<file path="src/hdl/pbt_pkg.sv">
/*
  Package of the pulse burst trigger sequencer: register offsets, field
  positions, reset values, modes, states and the configuration carrier.
  Assumes a 32-bit AHB-Lite bus with single word transfers only.
*/
package pbt_pkg;

  // Register byte offsets
  localparam logic [7:0] PBT_OFF_CTRL   = 8'h00;
  localparam logic [7:0] PBT_OFF_CMD    = 8'h04;
  localparam logic [7:0] PBT_OFF_CHEN   = 8'h08;
  localparam logic [7:0] PBT_OFF_BURST0 = 8'h0c;
  localparam logic [7:0] PBT_OFF_BURST1 = 8'h10;
  localparam logic [7:0] PBT_OFF_PERIOD = 8'h14;
  localparam logic [7:0] PBT_OFF_SEG    = 8'h18;
  localparam logic [7:0] PBT_OFF_STATUS = 8'h1c;

  // Control register fields
  localparam int PBT_CTRL_SRC_EXT  = 0;
  localparam int PBT_CTRL_TOUT_EN  = 1;
  localparam int PBT_CTRL_POL_POS  = 2;
  localparam int PBT_CTRL_SRC_ONLY = 3;
  localparam int PBT_CTRL_SEG_MODE = 4;

  // Command register fields
  localparam int PBT_CMD_START   = 0;
  localparam int PBT_CMD_HALT    = 1;
  localparam int PBT_CMD_MODE_LO = 2;

  // Segment register fields
  localparam int PBT_SEG_CNT_LO = 8;

  // Status register fields
  localparam int PBT_ST_RUN     = 0;
  localparam int PBT_ST_MODE_LO = 1;
  localparam int PBT_ST_ACT_LO  = 3;
  localparam int PBT_ST_TOUT    = 5;
  localparam int PBT_ST_SEG_LO  = 8;

  // Reset values
  localparam logic [4:0]  PBT_RST_CTRL   = 5'h04;
  localparam logic [1:0]  PBT_RST_CHEN   = 2'h0;
  localparam logic [31:0] PBT_RST_BURST  = 32'h00000001;
  localparam logic [31:0] PBT_RST_PERIOD = 32'h00000064;
  localparam logic [10:0] PBT_RST_SEG    = 11'h0ff;

  // Shortest period that still has a high and a low half
  localparam logic [31:0] PBT_MIN_PERIOD = 32'h00000002;

  localparam int PBT_NCH = 2;

  typedef enum logic [1:0] {
    PBT_MODE_CONT  = 2'b00,
    PBT_MODE_BURST = 2'b01,
    PBT_MODE_GATED = 2'b11
  } pbt_mode_e;

  typedef enum logic [1:0] {
    PBT_ST_IDLE = 2'b00,
    PBT_ST_RUNS = 2'b01,
    PBT_ST_TAIL = 2'b11
  } pbt_state_e;

  typedef struct packed {
    logic src_ext;
    logic tout_en;
    logic pol_pos;
    logic src_only;
    logic seg_mode;
  } pbt_ctrl_s;

endpackage

</file>
<file path="src/hdl/pbt_chan.sv">
/*
  One pulse channel: emits one pulse per shared period while active and
  counts a finite burst down. Assumes the sequencer aligns start with the
  first period and gives the period phase on the shared timebase.
*/
`timescale 1ns/1ps
module pbt_chan
  import pbt_pkg::*;
(
  // Clock and reset
  input  wire logic        mclk,
  input  wire logic        rst,
  // Sequencer control
  input  wire logic        start,
  input  wire logic        halt,
  input  wire logic        enable,
  input  wire logic        finite,
  input  wire logic [31:0] count,
  // Shared timebase
  input  wire logic        wrap,
  input  wire logic        high_half,
  // Channel output
  output logic             pulse_out,
  output logic             active
);

  logic        active_q;
  logic        active_d;
  logic [31:0] left_q;
  logic [31:0] left_d;
  logic        pulse_q;
  wire  [31:0] load_cnt = (count == 32'h0) ? PBT_RST_BURST : count;
  wire         last     = finite && (left_q == PBT_RST_BURST);

  always_comb begin
    active_d = active_q;
    left_d   = left_q;
    if (halt) begin
      active_d = 1'b0;
    end else if (start) begin
      active_d = enable;
      left_d   = load_cnt;
    end else if (active_q && wrap) begin
      if (last) begin
        active_d = 1'b0;
      end else if (finite) begin
        left_d = left_q - 32'h1;
      end
    end
  end

  always_ff @(posedge mclk) begin
    if (rst) begin
      active_q <= 1'b0;
      left_q   <= 32'h0;
      pulse_q  <= 1'b0;
    end else begin
      active_q <= active_d;
      left_q   <= left_d;
      // Continuous mode never decrements, so it runs until halted
      pulse_q  <= active_d && (start ? 1'b1 : high_half);
    end
  end

  assign pulse_out = pulse_q;
  // Next-cycle activity, so the sequencer sees a burst end on its last wrap
  assign active    = active_d;

endmodule

</file>
<file path="src/hdl/pbt_top.sv">
/*
  Pulse burst trigger sequencer for a two-channel pulse generator, with an
  AHB-Lite register slave, a shared period timebase and the trigger output.
  Assumes one 125 MHz clock, synchronous inputs and word-only transfers.
*/
// Our own choices: the register addresses and the AHB-Lite register port.
`timescale 1ns/1ps
module pbt_top
  import pbt_pkg::*;
(
  // Clock and reset
  input  wire logic               mclk,
  input  wire logic               rst,
  // AHB-Lite slave request
  input  wire logic               hsel,
  input  wire logic [31:0]        haddr,
  input  wire logic [1:0]         htrans,
  input  wire logic               hwrite,
  input  wire logic [2:0]         hsize,
  input  wire logic [31:0]        hwdata,
  input  wire logic               hready,
  // AHB-Lite slave response
  output logic      [31:0]        hrdata,
  output logic                    hreadyout,
  output logic                    hresp,
  // External trigger input
  input  wire logic               ext_trig_in,
  // Pulse outputs
  output logic      [PBT_NCH-1:0] pulse_out,
  // Trigger output
  output logic                    trigger_out_signal,
  // Sequencer status
  output logic                    running
);

  // Register state
  pbt_ctrl_s   ctrl_q;
  logic [1:0]  chen_q;
  logic [31:0] burst_q [PBT_NCH];
  logic [31:0] period_q;
  logic [10:0] seg_q;
  logic [31:0] hrdata_q;

  // Bus data phase state
  logic        wr_q;
  logic [7:0]  waddr_q;

  // Sequencer state
  pbt_state_e  state_q;
  pbt_state_e  state_d;
  pbt_mode_e   mode_q;
  pbt_mode_e   mode_d;
  logic [31:0] per_cnt_q;
  logic [31:0] per_cnt_d;
  logic [2:0]  seg_idx_q;
  logic [2:0]  seg_idx_d;
  logic        tout_q;
  logic        ext_q;

  // Address phase decode
  wire        addr_ok  = hsel && htrans[1] && hready;
  wire        rd_req   = addr_ok && !hwrite;
  wire        wr_req   = addr_ok && hwrite;
  wire [7:0]  raddr    = haddr[7:0];
  wire        in_range = (haddr[31:8] == 24'h0) && (haddr[1:0] == 2'b00);

  // Data phase write strobes
  wire        wr_ctrl  = wr_q && (waddr_q == PBT_OFF_CTRL);
  wire        wr_cmd   = wr_q && (waddr_q == PBT_OFF_CMD);
  wire        wr_chen  = wr_q && (waddr_q == PBT_OFF_CHEN);
  wire        wr_b0    = wr_q && (waddr_q == PBT_OFF_BURST0);
  wire        wr_b1    = wr_q && (waddr_q == PBT_OFF_BURST1);
  wire        wr_per   = wr_q && (waddr_q == PBT_OFF_PERIOD);
  wire        wr_seg   = wr_q && (waddr_q == PBT_OFF_SEG);

  // Commands
  wire        cmd_halt = wr_cmd && hwdata[PBT_CMD_HALT];
  wire        cmd_go   = wr_cmd && hwdata[PBT_CMD_START] && !ctrl_q.src_ext;
  wire [1:0]  cmd_mode = hwdata[PBT_CMD_MODE_LO +: 2];
  // Trigger input only exists in the source-only command set
  wire        ext_edge = ext_trig_in && !ext_q;
  wire        ext_go   = ctrl_q.src_only && ctrl_q.src_ext && ext_edge;
  wire        go       = (cmd_go || ext_go) && !cmd_halt;

  // Shared timebase; channels read one counter so they stay in step
  // Periods below two act as two, so each half lasts a cycle
  wire [31:0] per_eff  = (period_q < PBT_MIN_PERIOD) ? PBT_MIN_PERIOD : period_q;
  wire [31:0] per_half = {1'b0, per_eff[31:1]};
  wire        tb_run   = (state_q != PBT_ST_IDLE);
  wire        wrap     = tb_run && (per_cnt_q == per_eff - 32'h1);
  wire        hi_next  = (per_cnt_d < per_half);

  // Channel status
  logic [PBT_NCH-1:0] ch_act;
  wire        any_act  = |ch_act;
  wire        finite   = (mode_q != PBT_MODE_CONT);

  // Segment flag of the cycle ahead; the index moves on at the wrap
  wire [2:0]  seg_last = seg_q[PBT_SEG_CNT_LO +: 3];
  wire [2:0]  seg_next = seg_idx_d;
  wire        seg_flag = !ctrl_q.seg_mode || seg_q[seg_next];

  // Trigger source activity per state
  wire        trig_live = (state_q == PBT_ST_RUNS) || (state_q == PBT_ST_TAIL);

  // Read mux
  logic [31:0] rd_word;
  wire [31:0] st_word = {16'h0, 5'h0, seg_idx_q, 2'h0,
                         tout_q, ch_act, mode_q, tb_run};

  always_comb begin
    rd_word = 32'h0;
    unique case (raddr)
      PBT_OFF_CTRL:   rd_word = {27'h0, ctrl_q.seg_mode, ctrl_q.src_only, ctrl_q.pol_pos,
                                 ctrl_q.tout_en, ctrl_q.src_ext};
      PBT_OFF_CHEN:   rd_word = {30'h0, chen_q};
      PBT_OFF_BURST0: rd_word = burst_q[0];
      PBT_OFF_BURST1: rd_word = burst_q[1];
      PBT_OFF_PERIOD: rd_word = period_q;
      PBT_OFF_SEG:    rd_word = {21'h0, seg_q};
      PBT_OFF_STATUS: rd_word = st_word;
      default:        rd_word = 32'h0;
    endcase
  end

  // Bus slave registers
  // Zero wait states: read word captured in the address phase
  always_ff @(posedge mclk) begin
    if (rst) begin
      wr_q     <= 1'b0;
      waddr_q  <= 8'h0;
      hrdata_q <= 32'h0;
    end else begin
      wr_q     <= wr_req && in_range;
      waddr_q  <= raddr;
      if (rd_req) begin
        hrdata_q <= in_range ? rd_word : 32'h0;
      end
    end
  end

  // Configuration registers
  // Counts apply at the next start; the period applies at once
  always_ff @(posedge mclk) begin
    if (rst) begin
      ctrl_q     <= pbt_ctrl_s'(PBT_RST_CTRL);
      chen_q     <= PBT_RST_CHEN;
      burst_q[0] <= PBT_RST_BURST;
      burst_q[1] <= PBT_RST_BURST;
      period_q   <= PBT_RST_PERIOD;
      seg_q      <= PBT_RST_SEG;
    end else begin
      if (wr_ctrl) begin
        ctrl_q.src_ext  <= hwdata[PBT_CTRL_SRC_EXT];
        ctrl_q.tout_en  <= hwdata[PBT_CTRL_TOUT_EN];
        ctrl_q.pol_pos  <= hwdata[PBT_CTRL_POL_POS];
        ctrl_q.src_only <= hwdata[PBT_CTRL_SRC_ONLY];
        ctrl_q.seg_mode <= hwdata[PBT_CTRL_SEG_MODE];
      end
      if (wr_chen) begin
        chen_q <= hwdata[1:0];
      end
      if (wr_b0) begin
        burst_q[0] <= hwdata;
      end
      if (wr_b1) begin
        burst_q[1] <= hwdata;
      end
      if (wr_per) begin
        period_q <= hwdata;
      end
      if (wr_seg) begin
        seg_q <= hwdata[10:0];
      end
    end
  end

  // Sequencer next state
  always_comb begin
    state_d   = state_q;
    mode_d    = mode_q;
    per_cnt_d = per_cnt_q;
    seg_idx_d = seg_idx_q;
    // Halt wins over a start in the same write
    if (cmd_halt) begin
      state_d   = PBT_ST_IDLE;
      per_cnt_d = 32'h0;
      seg_idx_d = 3'h0;
    end else if (go) begin
      state_d   = PBT_ST_RUNS;
      per_cnt_d = 32'h0;
      seg_idx_d = 3'h0;
      if (ext_go) begin
        mode_d = PBT_MODE_BURST;
      end else begin
        unique case (cmd_mode)
          2'b01:   mode_d = PBT_MODE_BURST;
          2'b10:   mode_d = PBT_MODE_GATED;
          default: mode_d = PBT_MODE_CONT;
        endcase
      end
    end else begin
      if (tb_run) begin
        per_cnt_d = wrap ? 32'h0 : per_cnt_q + 32'h1;
        if (wrap) begin
          seg_idx_d = (seg_idx_q == seg_last) ? 3'h0 : seg_idx_q + 3'h1;
        end
      end
      unique case (state_q)
        PBT_ST_IDLE: state_d = PBT_ST_IDLE;
        PBT_ST_RUNS: begin
          if (finite && !any_act) begin
            // Gated bursts end the timebase with the last pulse
            state_d = (mode_q == PBT_MODE_GATED) ? PBT_ST_IDLE : PBT_ST_TAIL;
          end
        end
        PBT_ST_TAIL: state_d = PBT_ST_TAIL;
        default:     state_d = PBT_ST_IDLE;
      endcase
    end
  end

  always_ff @(posedge mclk) begin
    if (rst) begin
      state_q   <= PBT_ST_IDLE;
      mode_q    <= PBT_MODE_CONT;
      per_cnt_q <= 32'h0;
      seg_idx_q <= 3'h0;
      ext_q     <= 1'b0;
    end else begin
      state_q   <= state_d;
      mode_q    <= mode_d;
      per_cnt_q <= per_cnt_d;
      seg_idx_q <= seg_idx_d;
      ext_q     <= ext_trig_in;
    end
  end

  // Trigger: same period and phase as the pulses, high half then low half.
  // Gated mode stops with the channels, plain burst keeps the timebase.
  // A start always passes, since the mode held then is the old one
  wire gate_ok    = go || (mode_q != PBT_MODE_GATED) || any_act;
  wire trig_src   = trig_live || go;
  wire trig_keep  = !cmd_halt && gate_ok;
  wire trig_phase = go ? 1'b1 : hi_next;
  wire trig_next  = ctrl_q.tout_en
                    && trig_src && trig_keep
                    && seg_flag
                    && trig_phase;

  always_ff @(posedge mclk) begin
    if (rst) begin
      tout_q <= 1'b0;
    end else begin
      tout_q <= trig_next;
    end
  end

  // Channels; activity is next-cycle, so a gated burst closes on its last wrap
  for (genvar i = 0; i < PBT_NCH; i++) begin : g_ch
    pbt_chan u_chan (
      .mclk      (mclk),
      .rst       (rst),
      .start     (go),
      .halt      (cmd_halt),
      .enable    (chen_q[i]),
      .finite    (go ? (mode_d != PBT_MODE_CONT) : finite),
      .count     (burst_q[i]),
      .wrap      (wrap),
      .high_half (hi_next),
      .pulse_out (pulse_out[i]),
      .active    (ch_act[i])
    );
  end

  // Negative polarity idles high and gives a falling active edge
  assign trigger_out_signal = ctrl_q.pol_pos ? tout_q : !tout_q;
  assign running            = tb_run;
  // Zero wait states, always OKAY
  assign hrdata             = hrdata_q;
  assign hreadyout          = 1'b1;
  assign hresp              = 1'b0;

endmodule

</file>
<file path="config.mk">
export PLATFORM = sky130hd
export DESIGN_NAME = pbt_top
export DESIGN_NICKNAME = d
export VERILOG_FILES = /design/src/hdl/pbt_pkg.sv /design/src/hdl/pbt_chan.sv /design/src/hdl/pbt_top.sv
export SDC_FILE = /design/constraint.sdc
export NUM_CORES = 1
export LEC_CHECK = 0
export BUFFER_PORTS_ARGS = -buffer_cell sky130_fd_sc_hd__buf_2
export CAP_MARGIN = 15
export CORE_MARGIN = 5
export CORE_UTILIZATION = 32
export DETAILED_ROUTE_END_ITERATION = 8
export GPL_TIMING_DRIVEN = 0
export PLACE_DENSITY = 0.57
export RECOVER_POWER = 50
export SYNTH_ARGS = -nofsm -noshare
export SYNTH_HDL_FRONTEND = slang
export SYNTH_SLANG_ARGS = --single-unit
</file>
<file path="constraint.sdc">
create_clock -name mclk -period 19.2 [get_ports mclk]
set_input_delay 3.84 -clock mclk [delete_from_list [all_inputs] [get_ports mclk]]
set_output_delay 3.84 -clock mclk [all_outputs]
set_load 0.05 [all_outputs]
</file>
==> impl_metrics.ini <==
[drt]
wire_per_inst_um = 22.5
drt_iter0_markers = 1505
drt_pre_antenna_iters = 7
final_wirelength_um = 59000
drc_errors = 0
avgViaCountPerCell = 5.74
ant_nets = 0
routed-via-count = 15000

[run]
maximum_capacitance_violations = 1

[power_and_ir_drop]
power_report.internal_total_w = 0.00101
power_leakage_nw = 6.53
pwr-share-comb_pct = 3.1
post-layout-total-power_w = 0.00130
switching_power_w = 0.000289
power.ir.vdd_worst_mv = 0.0579
fraction_of_power_spent_switching_nets_pct = 22.2
seq_pwr_share_pct = 44.9
power_density_nw_per_um2 = 73.8
power.clock.fraction_pct = 52.0

[die]
top_level_ports = 113
core.rowCount = 79
starting_density_pct = 32.5
core_region_area_sq_um = 46800
floorplan.die.height_um = 228
die_w_um = 228
design.die.area_sq_um = 52000

[yosys]
yosys_warnings = 0
ys_ff_latch = 264
synth_top_cells_by_count = nor2_1, nand2_1, dfxtp_1, a21oi_1, clkbuf_1
synth_area_leaders = dfxtp_1, edfxtp_1, nor2_1, nand2_1, a21oi_1
synth_cells = 1850
yosysTopAreaCellShare_pct = 26.3
dominantRegCellSynth = dfxtp_1
asyncSetResetFlopFracSynth_pct = 0
synthesis.nets = 1963
synthesis.area_per_instance_sq_um = 8.22
synth_edf_count = 64
synth_most_common_cell = nor2_1
ys_types = 96
synth_largest_area_cell = dfxtp_1
synthesis.area_sq_um = 15200
sequential_share_of_the_synthesized_area_pct = 39.0

[clock_network]
post_cts_resize_count = 0
cts_hold_buf = 0
cts_setup_buffers = 0
tritoncts_clock_tree = done
cts.root.buffer_cell = clkbuf_16
tritoncts.num_buffers = 31
cts_buffer_depth = 3
clkSinkCount = 264
clock_tree.htree_level_count = 1
clock_insertion_delay_worst_skew_ns = 0.59
clk_transition_reported_paths_ns = 0.06

[place]
port_buffers = 104
global_placer_s_final_weighted_congestion = 0.946
pre_cts_slack_ns = 9.29
detailed_place_hpwl_um = 46000

[setup_path]
start_kind = flip-flop
timing.reg2reg.setup_slack_ns = 9.41
cp.arrival_ns = 10.28
worst_path_most_repeated_cell = a21o_1
timing.setup.critical_path_class = reg -> reg
endpoint_kind = flip-flop
worst-path-max-fanout = 10
critical_path.slowest_cell = a221oi_1
rr_worst_depth = 30
worst-endpoint-required_ns = 19.69
timing.critical_path.slowest_cell_delay_ns = 0.90

[grt]
globalRoute.totalOverflow = 0
maximum_number_of_pins_on_one_net_before_global_route_repair = 33
antenna_found_initial = 0
global_route_wire_length_before_repair_um = 88600
globalRouteTotalUtil_pct = 21.6
vias_in_the_first_global_route = 14500

[cells_and_area]
utilization_pct = 37.6
antenna_cells = 0
post_layout_nets = 2100
areaGrowthSynthToFinish_pct = 15.8
post_route_cells_drive_above_1_share_pct = 9.69
layout.filler_cells = 4794

[timing]
finalCriticalPeriod_ns = 9.79
final_period_util_pct = 51.0
rsz0062_at_grt = false
final_critical_path_setup_slack_ns = 9.41
final_max_slew_viol_count = 0
fmax_ghz = 0.102
final-hold-violation-count = 0
slew-limit-headroom_pct = 1.77
setup_tns_ns = 0
final-setup-viol-count = 0
post_route_clock_skew_ns = 0.0258
worstMarginPinSlew_ns = 1.47

[hold_path]
timing.hold.worst.class = reg -> reg
min_delay_path_depth = 2

[status]
violations_in_the_final_reports = max-capacitance violations
outcome = finished with violations
[final timing paths]
| path | startpoint | to |
|---|---|---|
| setup reg to reg | period_q[15]$_SDFFE_PP0P_ | tout_q$_SDFF_PP0_ |
| hold reg to reg | g_ch[1].u_chan.left_q[28]$_SDFFE_PP0P_ | g_ch[1].u_chan.left_q[28]$_SDFFE_PP0P_ |
| setup / recovery | period_q[15]$_SDFFE_PP0P_ | tout_q$_SDFF_PP0_ |
| hold / removal | g_ch[1].u_chan.left_q[28]$_SDFFE_PP0P_ | g_ch[1].u_chan.left_q[28]$_SDFFE_PP0P_ |
[worst max-delay path: cells and delay by family (launching register included)]
kind,cells,cell delay [ns]
AOI/OAI and AO/OA,12,3.35
xor gates and xnor gates,1,0.21
adders and majority gates,2,0.53
buffers and inverters,4,1.32
DFF,1,0.29
and+or+nand+nor,11,3.99
[cells by family after synthesis]
family                   after synthesis  share of synthesized area, %
AO/OA/AOI/OAI                        403                          18.0
other                                  2                        0.0494
flip-flops                           264                          39.0
multiplexers                          31                          2.11
XOR/XNOR                              84                          4.84
AND/OR/NAND/NOR                      853                          28.1
buffers and inverters                175                          4.76
adder cells (fa/ha/maj)               38                          3.13
[routing by layer]
layer  wire (um)  GRT usage (%)
met2       27600           36.3
met4        2140           7.30
met3        3990           2.68
met1       25200           28.9
met5           0              0
[layout make-up]
type	count	area, sq um	share of cell area [%]
Multi-Input combinational cell	1411	8540	48.6
Timing Repair Buffer	104	477	2.71
Buffer	122	524	2.98
Sequential cell	264	5930	33.7
Clock buffer	40	861	4.89
Inverter	53	199	1.13
Tap cell	607	759	4.32
Clock inverter	18	305	1.74
[power by group through the flow]
| stage | logic (W) | registers, W | clock network [W] |
|---|---|---|---|
| 6_report | 0.0000400 | 0.000583 | 0.000675 |
| 5_1_grt | 0.0000422 | 0.000583 | 0.000708 |
| 4_1_cts | 0.0000395 | 0.000583 | 0.000683 |
| 3_5_place_dp | 0.0000395 | 0.000595 | 0 |
| 3_3_place_gp | 0.0000391 | 0.000595 | 0 |
| 2_1_floorplan | 0.0000177 | 0.000590 | 0 |
[registers in the layout, summed over array words and instances (netlist names)]
signal and count:
hrdata 32, ext_q 1, seg_idx_q 3, ctrl_q 5, chen_q 2, per_cnt_q 32, waddr_q 8, burst_q 64
wr_q 1, seg_q 11, g_ch.u_chan.active_q 2, mode_q 2, g_ch.u_chan.pulse_out 2, g_ch.u_chan.left_q 64, period_q 32, tout_q 1
state_q 2
[cells in the final DEF, fill, tap and decap left out, types with 17 or more instances in the layout]
cell / netlist / routed
a222oi_1: 24 / 24
a221oi_1: 25 / 25
nor2b_1: 19 / 19
a21oi_1: 150 / 150
xor2_1: 50 / 50
nor4_1: 52 / 53
inv_1: 52 / 52
buf_2: 17 / 86
dfxtp_1: 200 / 200
o21ai_0: 66 / 66
nand4_1: 34 / 34
clkbuf_1: 93 / 133
ha_1: 38 / 38
and3_1: 18 / 18
clkbuf_16: 0 / 32
and2_0: 0 / 31
xnor2_1: 34 / 34
nor2_1: 235 / 235
edfxtp_1: 64 / 64
or3_1: 17 / 17
mux2i_1: 23 / 23
nand3_1: 37 / 37
nand2_1: 216 / 216
nor3_1: 90 / 90
[through the flow]
step / instances / cell area, sq um / hold slack (ns)
4_1_cts: 2619 / 17700 / 0.482
6_report: 2619 / 17600 / 0.482
2_1_floorplan: 1850 / 15200 / 0.444
3_5_place_dp: 2561 / 16500 / 0.470
5_1_grt: 2619 / 17600 / 0.501
3_3_place_gp: 2561 / 16500 / 0.453
No activity file was read; power rests on OpenSTA's default activity.
